--- config.mk ---
export PLATFORM = sky130hd
export DESIGN_NAME = sfm_monitor
export DESIGN_NICKNAME = d
export VERILOG_FILES = /design/src/design/sfm_pkg.sv /design/src/design/sfm_monitor.sv
export SDC_FILE = /design/constraint.sdc
export NUM_CORES = 2
export LEC_CHECK = 0
export CAP_MARGIN = 20
export CORE_MARGIN = 2
export CORE_UTILIZATION = 40
export DETAILED_ROUTE_END_ITERATION = 6
export DONT_BUFFER_PORTS = 1
export SLEW_MARGIN = 5
export SYNTH_ARGS = -nofsm -noshare
export SYNTH_HDL_FRONTEND = slang
export SYNTH_SLANG_ARGS = --single-unit
--- constraint.sdc ---
create_clock -name sys_clk -period 288.1 [get_ports sys_clk]
set_clock_uncertainty 0.05 [all_clocks]
set_input_delay 0 -clock sys_clk [delete_from_list [all_inputs] [get_ports sys_clk]]
set_output_delay 0 -clock sys_clk [all_outputs]
set_load 0.02 [all_outputs]
--- src/design/sfm_pkg.sv ---
// Shared constants and carrier types for the sink fault monitor.
// Assumes one 200 MHz clock and measurements already scaled to mV, mA and ohms.
package sfm_pkg;
  // Register command codes
  localparam logic [7:0] SFM_ADDR_STATUS = 8'h1D;
  localparam logic [7:0] SFM_ADDR_MASK   = 8'h1E;
  localparam logic [7:0] SFM_ADDR_TEMP   = 8'h22;
  localparam logic [7:0] SFM_ADDR_CURLIM = 8'h23;
  localparam logic [7:0] SFM_ADDR_OTLIM  = 8'h24;
  localparam logic [7:0] SFM_ADDR_DRLIM  = 8'h25;
  localparam logic [7:0] SFM_ADDR_THERMISTOR_OHMS_AT_25C   = 8'h28;
  localparam logic [7:0] SFM_ADDR_THERMISTOR_OHMS_AT_50C   = 8'h2A;
  localparam logic [7:0] SFM_ADDR_THERMISTOR_OHMS_AT_75C   = 8'h2C;
  localparam logic [7:0] SFM_ADDR_THERMISTOR_OHMS_AT_100C  = 8'h2E;
  // Status and mask bit positions
  localparam int SFM_BIT_READY   = 0;
  localparam int SFM_BIT_SUCCESS = 1;
  localparam int SFM_BIT_NEWSRC  = 2;
  localparam int SFM_BIT_OV      = 4;
  localparam int SFM_BIT_OC      = 5;
  localparam int SFM_BIT_OT      = 6;
  localparam int SFM_BIT_DR      = 7;
  // Reset values
  localparam logic [7:0]  SFM_RST_MASK   = 8'h01;
  localparam logic [7:0]  SFM_RST_TEMP   = 8'h19;
  localparam logic [7:0]  SFM_RST_CURLIM = 8'h00;
  localparam logic [7:0]  SFM_RST_OTLIM  = 8'h78;
  localparam logic [7:0]  SFM_RST_DRLIM  = 8'h78;
  localparam logic [15:0] SFM_RST_THERMISTOR_OHMS_AT_25C   = 16'h2710;
  localparam logic [15:0] SFM_RST_THERMISTOR_OHMS_AT_50C   = 16'h1041;
  localparam logic [15:0] SFM_RST_THERMISTOR_OHMS_AT_75C   = 16'h0788;
  localparam logic [15:0] SFM_RST_THERMISTOR_OHMS_AT_100C  = 16'h03CE;
  // Scaling and limits
  localparam logic [17:0] SFM_OV_SPLIT_MV   = 18'h0_4650;  // 18000 mV
  localparam logic [17:0] SFM_OV_OFFSET_MV  = 18'h0_07D0;  // 2000 mV
  localparam logic [15:0] SFM_CURLIM_LSB_MA = 16'h0032;    // 50 mA
  localparam logic [8:0]  SFM_RECOVER_DEGC  = 9'h00A;      // 10 degC
  // Timing
  localparam int SFM_CLK_MHZ      = 200;
  localparam int SFM_DEBOUNCE_MS  = 30;
  localparam int SFM_DEBOUNCE_CYC = SFM_DEBOUNCE_MS * 1000 * SFM_CLK_MHZ;

  // Measurements from the sense front end
  typedef struct packed {
    logic [15:0] vbus_mv;
    logic [15:0] ibus_ma;
    logic [15:0] ntc_ohms;
  } sfm_meas_t;

  // Current contract from the negotiation engine
  typedef struct packed {
    logic [15:0] negotiated_voltage;    // mV
    logic [15:0] contract_max_current;  // mA
    logic        pps;
  } sfm_contract_t;

  // Decoded register access from the serial front end
  typedef struct packed {
    logic        wr;
    logic        rd;
    logic [7:0]  addr;
    logic [15:0] wdata;
  } sfm_reg_req_t;
endpackage

--- src/design/sfm_monitor.sv ---
// Fault supervision, temperature estimate and alert line of a PD sink.
// Assumes the serial front end delivers decoded one-cycle register accesses
// and that measurements and negotiation events arrive on sys_clk.
// Functional notes
// - Single level alert output on fault pin
// - Alert high for enabled events only
// - Mask 0x11 alerts on overvoltage
// - Overvoltage level: plus 2 V, else 110%
// - Status bit 4 after 30 ms overvoltage
// - Any debounced fault opens power switch
// - Zero limit uses 110% contract current
// - Nonzero limit uses 110% of setting
// - Status bit 5 after 30 ms overcurrent
// - Status bit 6 after 30 ms overheat
// - Programmable contract derates to half current
// - Restore full current more than 10 degC below derate
// - Interpolate temperature inside calibrated range
// - Extrapolate above 25 degree resistance
// - Extrapolate below 100 degree resistance
// - Calibration registers reset to defaults
// - Mask bit layout B7 derate..B0 ready
// - Current limit setting is 50 mA per bit
// - Temperature register whole degC, resets 19h
`timescale 1ns/1ps
`default_nettype none
module sfm_monitor
  import sfm_pkg::*;
#(
  parameter int DEBOUNCE_CYCLES = SFM_DEBOUNCE_CYC
) (
  input  wire  logic          sys_clk,
  input  wire  logic          reset,
  input  wire  sfm_meas_t     meas,
  input  wire  sfm_contract_t contract,
  input  wire  logic          ev_ready,
  input  wire  logic          ev_success,
  input  wire  logic          ev_new_source,
  input  wire  sfm_reg_req_t  reg_req,
  output logic [15:0]         reg_rdata,
  output logic                fault_alert_pin,
  output logic                power_switch_on,
  output logic                half_current_request
);
  localparam int CW = $clog2(DEBOUNCE_CYCLES + 1);
  localparam logic [CW-1:0] DBC_LAST = CW'(DEBOUNCE_CYCLES - 1);

  // Refuse a debounce period that cannot be counted
  if (DEBOUNCE_CYCLES < 2) begin : g_chk
    $error("DEBOUNCE_CYCLES must be at least 2");
  end

  // 110% of a value, truncated to whole units
  function automatic logic [17:0] pct110(input logic [17:0] x);
    return x + x / 18'd10;
  endfunction

  // Temperature from resistance by straight line through a calibration pair
  function automatic logic [7:0] temp_est(input logic [15:0] r, input logic [15:0] c25,
                                          input logic [15:0] c50, input logic [15:0] c75,
                                          input logic [15:0] c100);
    int ra;
    int rb;
    int ta;
    int den;
    int t;
    if (r > c50) begin
      ra = int'(c25);
      rb = int'(c50);
      ta = 25;
    end else if (r > c75) begin
      ra = int'(c50);
      rb = int'(c75);
      ta = 50;
    end else begin
      ra = int'(c75);
      rb = int'(c100);
      ta = 75;
    end
    den = (ra > rb) ? (ra - rb) : 1;
    t = ta + ((ra - int'(r)) * 25) / den;
    if (t < 0) t = 0;
    if (t > 255) t = 255;
    return t[7:0];
  endfunction

  // Registers
  logic [7:0]    mask_ff, status_ff, temp_ff, curlim_ff, otlim_ff, drlim_ff;
  logic [15:0]   thermistor_ohms_at_25c_ff, thermistor_ohms_at_50c_ff, thermistor_ohms_at_75c_ff, thermistor_ohms_at_100c_ff, rdata_ff;
  logic          alert_ff, power_ff, contract_ok_ff, derate_ff;
  logic [CW-1:0] dbc_cnt_ff [4];

  // Access decode
  wire wr_mask   = reg_req.wr && reg_req.addr == SFM_ADDR_MASK;
  wire wr_curlim = reg_req.wr && reg_req.addr == SFM_ADDR_CURLIM;
  wire wr_otlim  = reg_req.wr && reg_req.addr == SFM_ADDR_OTLIM;
  wire wr_drlim  = reg_req.wr && reg_req.addr == SFM_ADDR_DRLIM;
  wire wr_thermistor_ohms_at_25c   = reg_req.wr && reg_req.addr == SFM_ADDR_THERMISTOR_OHMS_AT_25C;
  wire wr_thermistor_ohms_at_50c   = reg_req.wr && reg_req.addr == SFM_ADDR_THERMISTOR_OHMS_AT_50C;
  wire wr_thermistor_ohms_at_75c   = reg_req.wr && reg_req.addr == SFM_ADDR_THERMISTOR_OHMS_AT_75C;
  wire wr_thermistor_ohms_at_100c  = reg_req.wr && reg_req.addr == SFM_ADDR_THERMISTOR_OHMS_AT_100C;
  wire rd_status = reg_req.rd && reg_req.addr == SFM_ADDR_STATUS;

  // Overvoltage trip level from the contract voltage
  wire [17:0] negotiated_voltage_mv = {2'b00, contract.negotiated_voltage};
  wire [17:0] ov_level = (negotiated_voltage_mv <= SFM_OV_SPLIT_MV) ? negotiated_voltage_mv + SFM_OV_OFFSET_MV
                                                       : pct110(negotiated_voltage_mv);
  // Overcurrent trip level: setting if nonzero, else contract current
  wire [17:0] curlim_ma = 18'(curlim_ff * SFM_CURLIM_LSB_MA);
  wire [17:0] contract_max_current_ma   = {2'b00, contract.contract_max_current};
  wire [17:0] oc_level  = (curlim_ff != 8'h00) ? pct110(curlim_ma)
                                               : pct110(contract_max_current_ma);

  // Raw comparisons feeding the debouncers, index order ov, oc, ot, dr
  wire [8:0] temp_plus = {1'b0, temp_ff} + SFM_RECOVER_DEGC;
  wire [3:0] cond;
  assign cond[0] = {2'b00, meas.vbus_mv} > ov_level;
  assign cond[1] = contract_ok_ff && ({2'b00, meas.ibus_ma} > oc_level);
  assign cond[2] = temp_ff > otlim_ff;
  assign cond[3] = contract.pps && contract_ok_ff && !derate_ff
                   && temp_ff > drlim_ff;
  wire recover   = derate_ff && temp_plus < {1'b0, drlim_ff};

  // Debounce completions
  wire [3:0] hit;
  assign hit[0] = cond[0] && dbc_cnt_ff[0] == DBC_LAST;
  assign hit[1] = cond[1] && dbc_cnt_ff[1] == DBC_LAST;
  assign hit[2] = cond[2] && dbc_cnt_ff[2] == DBC_LAST;
  assign hit[3] = cond[3] && dbc_cnt_ff[3] == DBC_LAST;
  wire fault_hit = |hit[2:0];

  // Status: hardware sets win over the read clear
  wire [7:0] status_set = {hit[3], hit[2], hit[1], hit[0], 1'b0,
                           ev_new_source, ev_success, ev_ready};
  wire [7:0] nxt_status = (rd_status ? 8'h00 : status_ff) | status_set;
  wire       nxt_alert  = |(nxt_status & mask_ff);

  // Read mux
  logic [15:0] nxt_rdata;
  always_comb begin
    unique case (reg_req.addr)
      SFM_ADDR_STATUS: nxt_rdata = {8'h00, status_ff};
      SFM_ADDR_MASK:   nxt_rdata = {8'h00, mask_ff};
      SFM_ADDR_TEMP:   nxt_rdata = {8'h00, temp_ff};
      SFM_ADDR_CURLIM: nxt_rdata = {8'h00, curlim_ff};
      SFM_ADDR_OTLIM:  nxt_rdata = {8'h00, otlim_ff};
      SFM_ADDR_DRLIM:  nxt_rdata = {8'h00, drlim_ff};
      SFM_ADDR_THERMISTOR_OHMS_AT_25C:   nxt_rdata = thermistor_ohms_at_25c_ff;
      SFM_ADDR_THERMISTOR_OHMS_AT_50C:   nxt_rdata = thermistor_ohms_at_50c_ff;
      SFM_ADDR_THERMISTOR_OHMS_AT_75C:   nxt_rdata = thermistor_ohms_at_75c_ff;
      SFM_ADDR_THERMISTOR_OHMS_AT_100C:  nxt_rdata = thermistor_ohms_at_100c_ff;
      default:         nxt_rdata = 16'h0000;
    endcase
  end

  // Host writable settings
  always_ff @(posedge sys_clk or posedge reset) begin
    if (reset) begin
      mask_ff   <= SFM_RST_MASK;
      curlim_ff <= SFM_RST_CURLIM;
      otlim_ff  <= SFM_RST_OTLIM;
      drlim_ff  <= SFM_RST_DRLIM;
      thermistor_ohms_at_25c_ff   <= SFM_RST_THERMISTOR_OHMS_AT_25C;
      thermistor_ohms_at_50c_ff   <= SFM_RST_THERMISTOR_OHMS_AT_50C;
      thermistor_ohms_at_75c_ff   <= SFM_RST_THERMISTOR_OHMS_AT_75C;
      thermistor_ohms_at_100c_ff  <= SFM_RST_THERMISTOR_OHMS_AT_100C;
    end else begin
      if (wr_mask)   mask_ff   <= reg_req.wdata[7:0];
      if (wr_curlim) curlim_ff <= reg_req.wdata[7:0];
      if (wr_otlim)  otlim_ff  <= reg_req.wdata[7:0];
      if (wr_drlim)  drlim_ff  <= reg_req.wdata[7:0];
      if (wr_thermistor_ohms_at_25c)   thermistor_ohms_at_25c_ff   <= reg_req.wdata;
      if (wr_thermistor_ohms_at_50c)   thermistor_ohms_at_50c_ff   <= reg_req.wdata;
      if (wr_thermistor_ohms_at_75c)   thermistor_ohms_at_75c_ff   <= reg_req.wdata;
      if (wr_thermistor_ohms_at_100c)  thermistor_ohms_at_100c_ff  <= reg_req.wdata;
    end
  end

  // Debounce counters restart whenever their condition drops
  always_ff @(posedge sys_clk or posedge reset) begin
    if (reset) begin
      for (int i = 0; i < 4; i++) dbc_cnt_ff[i] <= '0;
    end else begin
      for (int i = 0; i < 4; i++) begin
        if (!cond[i] || hit[i]) dbc_cnt_ff[i] <= '0;
        else dbc_cnt_ff[i] <= dbc_cnt_ff[i] + 1'b1;
      end
    end
  end

  // Status, estimate, alert and read data
  always_ff @(posedge sys_clk or posedge reset) begin
    if (reset) begin
      status_ff <= 8'h00;
      temp_ff   <= SFM_RST_TEMP;
      alert_ff  <= 1'b0;
      rdata_ff  <= 16'h0000;
    end else begin
      status_ff <= nxt_status;
      temp_ff   <= temp_est(meas.ntc_ohms, thermistor_ohms_at_25c_ff, thermistor_ohms_at_50c_ff, thermistor_ohms_at_75c_ff, thermistor_ohms_at_100c_ff);
      alert_ff  <= nxt_alert;
      rdata_ff  <= reg_req.rd ? nxt_rdata : rdata_ff;
    end
  end

  // Power path and contract tracking; a fault beats a new success
  always_ff @(posedge sys_clk or posedge reset) begin
    if (reset) begin
      power_ff       <= 1'b0;
      contract_ok_ff <= 1'b0;
      derate_ff      <= 1'b0;
    end else begin
      if (fault_hit) begin
        power_ff       <= 1'b0;
        contract_ok_ff <= 1'b0;
        derate_ff      <= 1'b0;
      end else if (ev_success) begin
        power_ff       <= 1'b1;
        contract_ok_ff <= 1'b1;
        derate_ff      <= 1'b0;
      end else if (hit[3]) begin
        derate_ff      <= 1'b1;
      end else if (recover) begin
        derate_ff      <= 1'b0;
      end
    end
  end

  assign reg_rdata            = rdata_ff;
  assign fault_alert_pin      = alert_ff;
  assign power_switch_on      = power_ff;
  assign half_current_request = derate_ff;

  // Checks
  property p_alert_follows;
    @(posedge sys_clk) disable iff (reset)
      (|(nxt_status & mask_ff)) |=> fault_alert_pin;
  endproperty
  a_alert_follows: assert property (p_alert_follows) else $error("alert missed");

  property p_alert_drops;
    @(posedge sys_clk) disable iff (reset)
      !fault_alert_pin |-> !(|(status_ff & $past(mask_ff)));
  endproperty
  a_alert_drops: assert property (p_alert_drops) else $error("alert dropped early");

  property p_ov_mask;
    @(posedge sys_clk) disable iff (reset)
      (mask_ff == 8'h11 && hit[0]) |=> fault_alert_pin && status_ff[SFM_BIT_OV];
  endproperty
  a_ov_mask: assert property (p_ov_mask) else $error("overvoltage not alerted");

  property p_ov_cause;
    @(posedge sys_clk) disable iff (reset)
      $rose(status_ff[SFM_BIT_OV]) |-> $past(hit[0]) && $past(cond[0]);
  endproperty
  a_ov_cause: assert property (p_ov_cause) else $error("overvoltage bit uncaused");

  property p_fault_off;
    @(posedge sys_clk) disable iff (reset)
      fault_hit |=> !power_switch_on ##1 (!power_switch_on || $past(ev_success));
  endproperty
  a_fault_off: assert property (p_fault_off) else $error("switch left on");

  property p_oc_cause;
    @(posedge sys_clk) disable iff (reset)
      $rose(status_ff[SFM_BIT_OC]) |-> $past(hit[1]);
  endproperty
  a_oc_cause: assert property (p_oc_cause) else $error("overcurrent bit uncaused");

  property p_ot_cause;
    @(posedge sys_clk) disable iff (reset)
      $rose(status_ff[SFM_BIT_OT]) |-> $past(temp_ff > otlim_ff);
  endproperty
  a_ot_cause: assert property (p_ot_cause) else $error("overheat bit uncaused");

  property p_dr_pps;
    @(posedge sys_clk) disable iff (reset)
      $rose(half_current_request) |-> $past(contract.pps) && status_ff[SFM_BIT_DR];
  endproperty
  a_dr_pps: assert property (p_dr_pps) else $error("derate without pps");

  property p_recover;
    @(posedge sys_clk) disable iff (reset)
      (recover && !fault_hit && !ev_success) |=> !half_current_request;
  endproperty
  a_recover: assert property (p_recover) else $error("power not restored");

  property p_restart;
    @(posedge sys_clk) disable iff (reset)
      !cond[0] |=> dbc_cnt_ff[0] == '0;
  endproperty
  a_restart: assert property (p_restart) else $error("debounce not restarted");

  property p_no_oc_early;
    @(posedge sys_clk) disable iff (reset)
      !contract_ok_ff |=> !$rose(status_ff[SFM_BIT_OC]);
  endproperty
  a_no_oc_early: assert property (p_no_oc_early) else $error("trip before contract");

  c_ov:     cover property (@(posedge sys_clk) disable iff (reset) $rose(status_ff[SFM_BIT_OV]));
  c_derate: cover property (@(posedge sys_clk) disable iff (reset) $rose(half_current_request));
  c_restor: cover property (@(posedge sys_clk) disable iff (reset) $fell(half_current_request));
  c_alert:  cover property (@(posedge sys_clk) disable iff (reset) $rose(fault_alert_pin));
endmodule // sfm_monitor
`default_nettype wire

* Word-level counts from Yosys, hierarchy flattened
Index checks and enable logic that the tools add are counted.
Storage, ports and cells: bits in registers 223, input port bits 112, word-level logic and storage cells 118
Operators by class: add/subtract/negate cells 12, multipliers 2, divide/modulo/power cells 4, order comparisons 11, equal/unequal tests 14, multiplexer cells 23, bitwise logic cells 2, reduce and logical (&&, ||, !) cells 32
Operators by type and width (count):
- 16-bit case mux with 10 select lines | 1
- 23-bit by 1-bit adder with 23-bit output (second input constant) | 4
- 23-bit == test (second input constant) | 4
- 23-bit two-way mux | 4
- 8-bit by 6-bit == test with 1-bit output (second input constant) | 8
- 16-bit two-way mux | 4
- 32-bit two-way mux | 2
- 16-bit by 18-bit adder with 18-bit output | 2
- 16-bit by 4-bit divider with 18-bit output (second input constant) | 2
- 16-bit by 18-bit > comparator with 1-bit output | 2
- 18-bit two-way mux | 2
- 32-bit adder | 1
- 32-bit by 32-bit divider with 32-bit output | 1
- 16-bit > comparator | 2
- 32-bit > comparator | 1
- 32-bit by 9-bit > comparator with 1-bit output (second input constant) | 1
- 32-bit by 1-bit < comparator with 1-bit output (second input constant) | 1
- 32-bit by 6-bit multiplier with 32-bit output (second input constant) | 1
- 32-bit by 17-bit subtractor with 32-bit output | 1
- 32-bit subtractor | 1
- 14-bit by 18-bit adder with 18-bit output | 1
- 14-bit by 4-bit divider with 18-bit output (second input constant) | 1
- 1-bit logical AND | 18
- 16-bit by 11-bit adder with 17-bit output (second input constant) | 1
- 18 further kinds | 34

* Logic depth before layout (Yosys ltp)
word-level depth 11, gate-level depth with buffers 682

* Worst setup path after synthesis
OpenSTA, ideal clock, no wires.
kind reg2reg, start point register thermistor_ohms_at_75c_ff[3], end point register temp_ff[1], setup time 0.154 ns, data arrival time 120.309 ns, slack 167.587 ns, stages on the path, launching flop included 657, path buffers 47, clock period less this slack 120.513 ns, cell sequence dfstp_2 -> inv_1 -> ha_1 -> nand4_1 -> nor2_1 -> nor2_1 -> a21boi_0 -> o21ai_0 -> nand2b_1 -> a21oi_1 -> o21ai_0 -> o32a_1 -> clkbuf_1 -> buf_1 -> mux2i_1 -> nor2_1 -> a21oi_1 -> ha_1 -> [621 not listed] -> a21o_1 -> a21o_1 -> a21oi_1 -> o31ai_1 -> a221oi_1 -> ha_1 -> nand2_1 -> nor4_1 -> and3_1 -> clkbuf_1 -> nor2_1 -> xnor2_1 -> or4_1 -> or4b_2 -> nor2_1 -> a31oi_1 -> a21oi_1 -> a41oi_1
Between the ends: word-level cells in the longest chain between the ends 11, elaborated cells between the ends (all ways) 18
Ends and longest elaborated chain:
- start, declared | line sfm_monitor.sv:88 | logic [15:0] thermistor_ohms_at_25c_ff, thermistor_ohms_at_50c_ff, thermistor_ohms_at_75c_ff, thermistor_ohms_ ...
- start signal, assigned | line sfm_monitor.sv:173 | if (wr_thermistor_ohms_at_75c) thermistor_ohms_at_75c_ff <= reg_req.wdata;
- 16-bit > comparator | line sfm_monitor.sv:70 | end else if (r > c75) begin
- 16-bit two-way mux | line sfm_monitor.sv:70
- 16-bit two-way mux | line sfm_monitor.sv:66 | if (r > c50) begin
- 32-bit by 17-bit subtractor with 32-bit output, or another cell as far along | line sfm_monitor.sv:80 | t = ta + ((ra - int'(r)) * 25) / den;
- 32-bit by 6-bit multiplier with 32-bit output / 32-bit two-way mux (equally long branches) | line sfm_monitor.sv:80, sfm_monitor.sv:79
- 32-bit by 32-bit divider with 32-bit output | line sfm_monitor.sv:80
- 32-bit adder (*) | line sfm_monitor.sv:80
- 32-bit by 1-bit < comparator with 1-bit output | line sfm_monitor.sv:81 | if (t < 0) t = 0;
- 32-bit two-way mux (*) | line sfm_monitor.sv:81
- 32-bit by 9-bit > comparator with 1-bit output | line sfm_monitor.sv:82 | if (t > 255) t = 255;
- 8-bit two-way mux (*) | line sfm_monitor.sv:82
- end signal, assigned | line sfm_monitor.sv:199 | temp_ff <= temp_est(meas.ntc_ohms, thermistor_ohms_at_25c_ff, thermistor_ohms_at_50c_ff, thermistor_ohms_at_75 ...
- end, declared | line sfm_monitor.sv:87 | logic [7:0] mask_ff, status_ff, temp_ff, curlim_ff, otlim_ff, drlim_ff;
Every way passes the cells marked *; elsewhere a longest branch is shown, timed or not. A chain may end at the register's enable or synchronous reset.

* Worst setup path in the final report
start point register thermistor_ohms_at_50c_ff[1], end point register temp_ff[5]
Between the ends: word-level cells in the longest chain between the ends 10, elaborated cells between the ends (all ways) 16
Ends and longest elaborated chain:
- start, declared | line sfm_monitor.sv:88
- start signal, assigned | line sfm_monitor.sv:172 | if (wr_thermistor_ohms_at_50c) thermistor_ohms_at_50c_ff <= reg_req.wdata;
- 16-bit > comparator / 16-bit two-way mux (equally long branches) | line sfm_monitor.sv:66, sfm_monitor.sv:70
- 16-bit two-way mux | line sfm_monitor.sv:66
- 32-bit by 17-bit subtractor with 32-bit output, or another cell as far along | line sfm_monitor.sv:80
- 32-bit by 6-bit multiplier with 32-bit output / 32-bit two-way mux (equally long branches) | line sfm_monitor.sv:80, sfm_monitor.sv:79
- 32-bit by 32-bit divider with 32-bit output | line sfm_monitor.sv:80
- 32-bit adder (*) | line sfm_monitor.sv:80
- 32-bit by 1-bit < comparator with 1-bit output | line sfm_monitor.sv:81
- 32-bit two-way mux (*) | line sfm_monitor.sv:81
- 32-bit by 9-bit > comparator with 1-bit output | line sfm_monitor.sv:82
- 8-bit two-way mux (*) | line sfm_monitor.sv:82
Marked as above.

==> run metrics <==
Die Y roughly 370 microns; CP bufs+invs 32; Skew-Pair Late Insertion Delay between 0.5 and 0.6 ns; Placement Cell Area approximately 55,000 sq um; top cell types by occurrence after synthesis ha_1 (829), nor2_1 (787), nand2_1 (612); CP startpoint kind flip-flop; final setup margin 154.71 ns; Critical Path End Type flip-flop; most common cell in the netlist ha_1; DRT antenna net count 0; top cells by area, synth ha_1 (20%), dfrtp_1 (9.1%), nor2_1 (5.6%), xnor2_1 (5.2%), o21ai_0 (4.6%); placer congestion estimate 0.915; Tmin final 133.39 ns; I/O pin count ~130; Main synth FF type dfrtp_1; drt first pass iters 7; Achievable Freq between 7 and 8 MHz; crit share post-route between 40 and 50%; Post-Synthesis Net Count 8,155; area leader, netlist ha_1; Worst Path Arrival about 130 ns; ys async rst share 100%; critical path class reg2reg; final instance area 55,900 sq um; Relative slew margins a little over a fifth; worst slew pin tran around 1.2 ns; Rows 132; CTS HTree Levels 1; synth unique cells about 130; core area roughly 130,000 sq um; grt ovf 0; routed via count approximately 53,000; CP required 288.42 ns; Final Hold Viols 0; failing checks DRC; layout net count roughly 8,000; Hold Crit Class in2reg; Post-synth EDFFs 0; Place WS roughly 160 ns; drt initial violations roughly 3,800; setup TNS 0 ns; status complete, but fails checks; initial antenna violation count 4; slowest CP cell a2111oi_0; CTS clk-pin slew, worst paths roughly 0.060 ns; initial core utilization a little over 40%; via/cell ratio about 6; register area 5620 sq um; syn_area_per_cell between 7 and 8 sq um; max_cap viols 0; Mapped Cells between 7,000 and 8,000; Synth Register Bits about 220; max-slew violations 0; area of the multi-input gates roughly 44,000 sq um; GR Util All Layers about a quarter; Crit. path cell count 634; cells on worst reg2reg path approximately 630; P&R area growth vs syn 6.65%; flop2flop setup slack ~150 ns; cell area after synthesis 52,400 sq um; Largest delay share family, worst path compound AO/OA/AOI/OAI gates; sequential share of the synthesized area roughly 11%; area of the die between 100,000 and 150,000 sq um; FILL cells around 13,000; CTS buffer count 24; largest net degree at the start of global routing 92; Synth top area share 19.8%; CTS Buffer Depth 3; worst-path maximum fanout between 60 and 70; Buffers on Ports 0; worst hold stages 2; final setup vio count 0; yosys warns 0; global-route wire length before repair ~260,000 microns; Final HPWL DP about 130,000 microns; WL final between 150,000 and 200,000 microns; vias in the first global route a little under 50,000; Die X-Extent about 370 microns; crit-path max cell delay 0.91 ns; routed wire length per instance about 19 microns; CTS tree yes; root buf cell clkbuf_16; most frequent cell on the critical path o21a_1; residual DRC count 5; post-cts sizing count 0; share of layout cells above drive strength 1 slightly above 7%; utilization after layout 43.1%; RSZ-0062 raised after global routing no; Sink Count roughly 220
-- final cells by class --
| type | count | share of cell area [%] |
|---|---|---|
| diodes | 1 | 0.00448 |
| clock buffers | 32 | 1.26 |
| clock inverters | 12 | 0.262 |
| inverters | 433 | 2.93 |
| multi-input cells | 6274 | 79.4 |
| flip-flops and latches | 223 | 10.1 |
| well taps | 1742 | 3.90 |
| repair buffers | 145 | 2.20 |
-- repair_timing --
action	4_1_cts	5_1_grt
hold buffers	40	1
endpoints found under the hold margin	216	4
buffers inserted	0	0
-- metrics by stage --
stage	hold WS, ns	cells
floorplan	0.0168	7184
global placement	-0.0497	8769
detailed placement	-0.0526	8770
CTS	0.00223	8854
global route	0.0258	8862
finish	0.00420	8862
-- worst register-to-register path, delay by kind of cell (launching register included) --
kind | cells | cell delay [ns]
buffers and inverters | 32 | 5.10
adders and majority gates | 39 | 11.71
AOI/OAI and AO/OA | 445 | 95.95
and+or+nand+nor | 111 | 18.07
DFF | 1 | 0.46
xor gates and xnor gates | 2 | 0.18
muxes | 5 | 1.79
-- cell usage in the layout (no fill, tap or decap), types with 24 or more instances in the layout --
master           n
a211oi_1        47
and3_1          55
xor2_1         168
nor3_1         331
inv_1          426
buf_4           99
nand2b_1        77
dfrtp_1        191
or2_2           36
mux2i_1         57
and2_1          65
dfstp_2         32
o22ai_1         24
mux2_2         184
nor4_1          34
o31ai_1         77
a21o_1         144
o31a_1          28
clkbuf_16       25
o211ai_1        59
ha_1           829
nor2b_1         96
a22oi_1         25
nand2_1        612
nand3b_1        24
fa_1            30
a21boi_0        49
a221oi_1        36
nand3_1        162
o21ai_0        476
a31oi_1         96
xnor2_1        306
nand4_1         81
a21oi_1        441
dlygate4sd3_1   41
or3_1          110
nor2_1         786
nor3b_1         25
o21a_1         292
o21bai_1        40
-- layer usage --
layer,GRT usage [%],vias to the layer above,wire (microns)
met4,6.62,2,5040
met2,39.5,1322,75300
met3,2.35,219,8630
met1,31.8,24875,76000
met5,0,-,11
li1,-,26085,-
-- kinds of logic (layout without fill, tap and decap cells) --
logic type | after synthesis | in the layout | synth area share (%)
AOI/OAI and AO/OA | 2109 | 2109 | 26.6
xor gates and xnor gates | 482 | 482 | 8.14
adders and majority gates | 865 | 865 | 21.1
buffers and inverters | 687 | 622 | 4.98
DFF | 223 | 223 | 10.7
muxes | 243 | 243 | 5.09
other | 0 | 1 | 0
and+or+nand+nor | 2575 | 2575 | 23.4
-- sequential cells by signal, indices dropped and copies added, names as in the netlist, 16 cells and up --
name	cells
dbc_cnt_ff	92
thermistor_ohms_at_25c_ff	16
thermistor_ohms_at_50c_ff	16
thermistor_ohms_at_75c_ff	16
thermistor_ohms_at_100c_ff	16
reg_rdata	16
-- worst paths after layout --
check                                             start                      endpoint
hold / removal                              reg_req[25]  thermistor_ohms_at_75c_ff[2]
hold reg to reg                          dbc_cnt_ff[46]                dbc_cnt_ff[46]
min in group asynchronous                         reset                dbc_cnt_ff[42]
setup / recovery           thermistor_ohms_at_50c_ff[1]                    temp_ff[5]
setup reg to reg           thermistor_ohms_at_50c_ff[1]                    temp_ff[5]
max in group asynchronous                         reset                  curlim_ff[0]
Power is left out: the tool's default activity adds up to more than one toggle a clock period on the data nets, which glitch-free logic cannot reach.
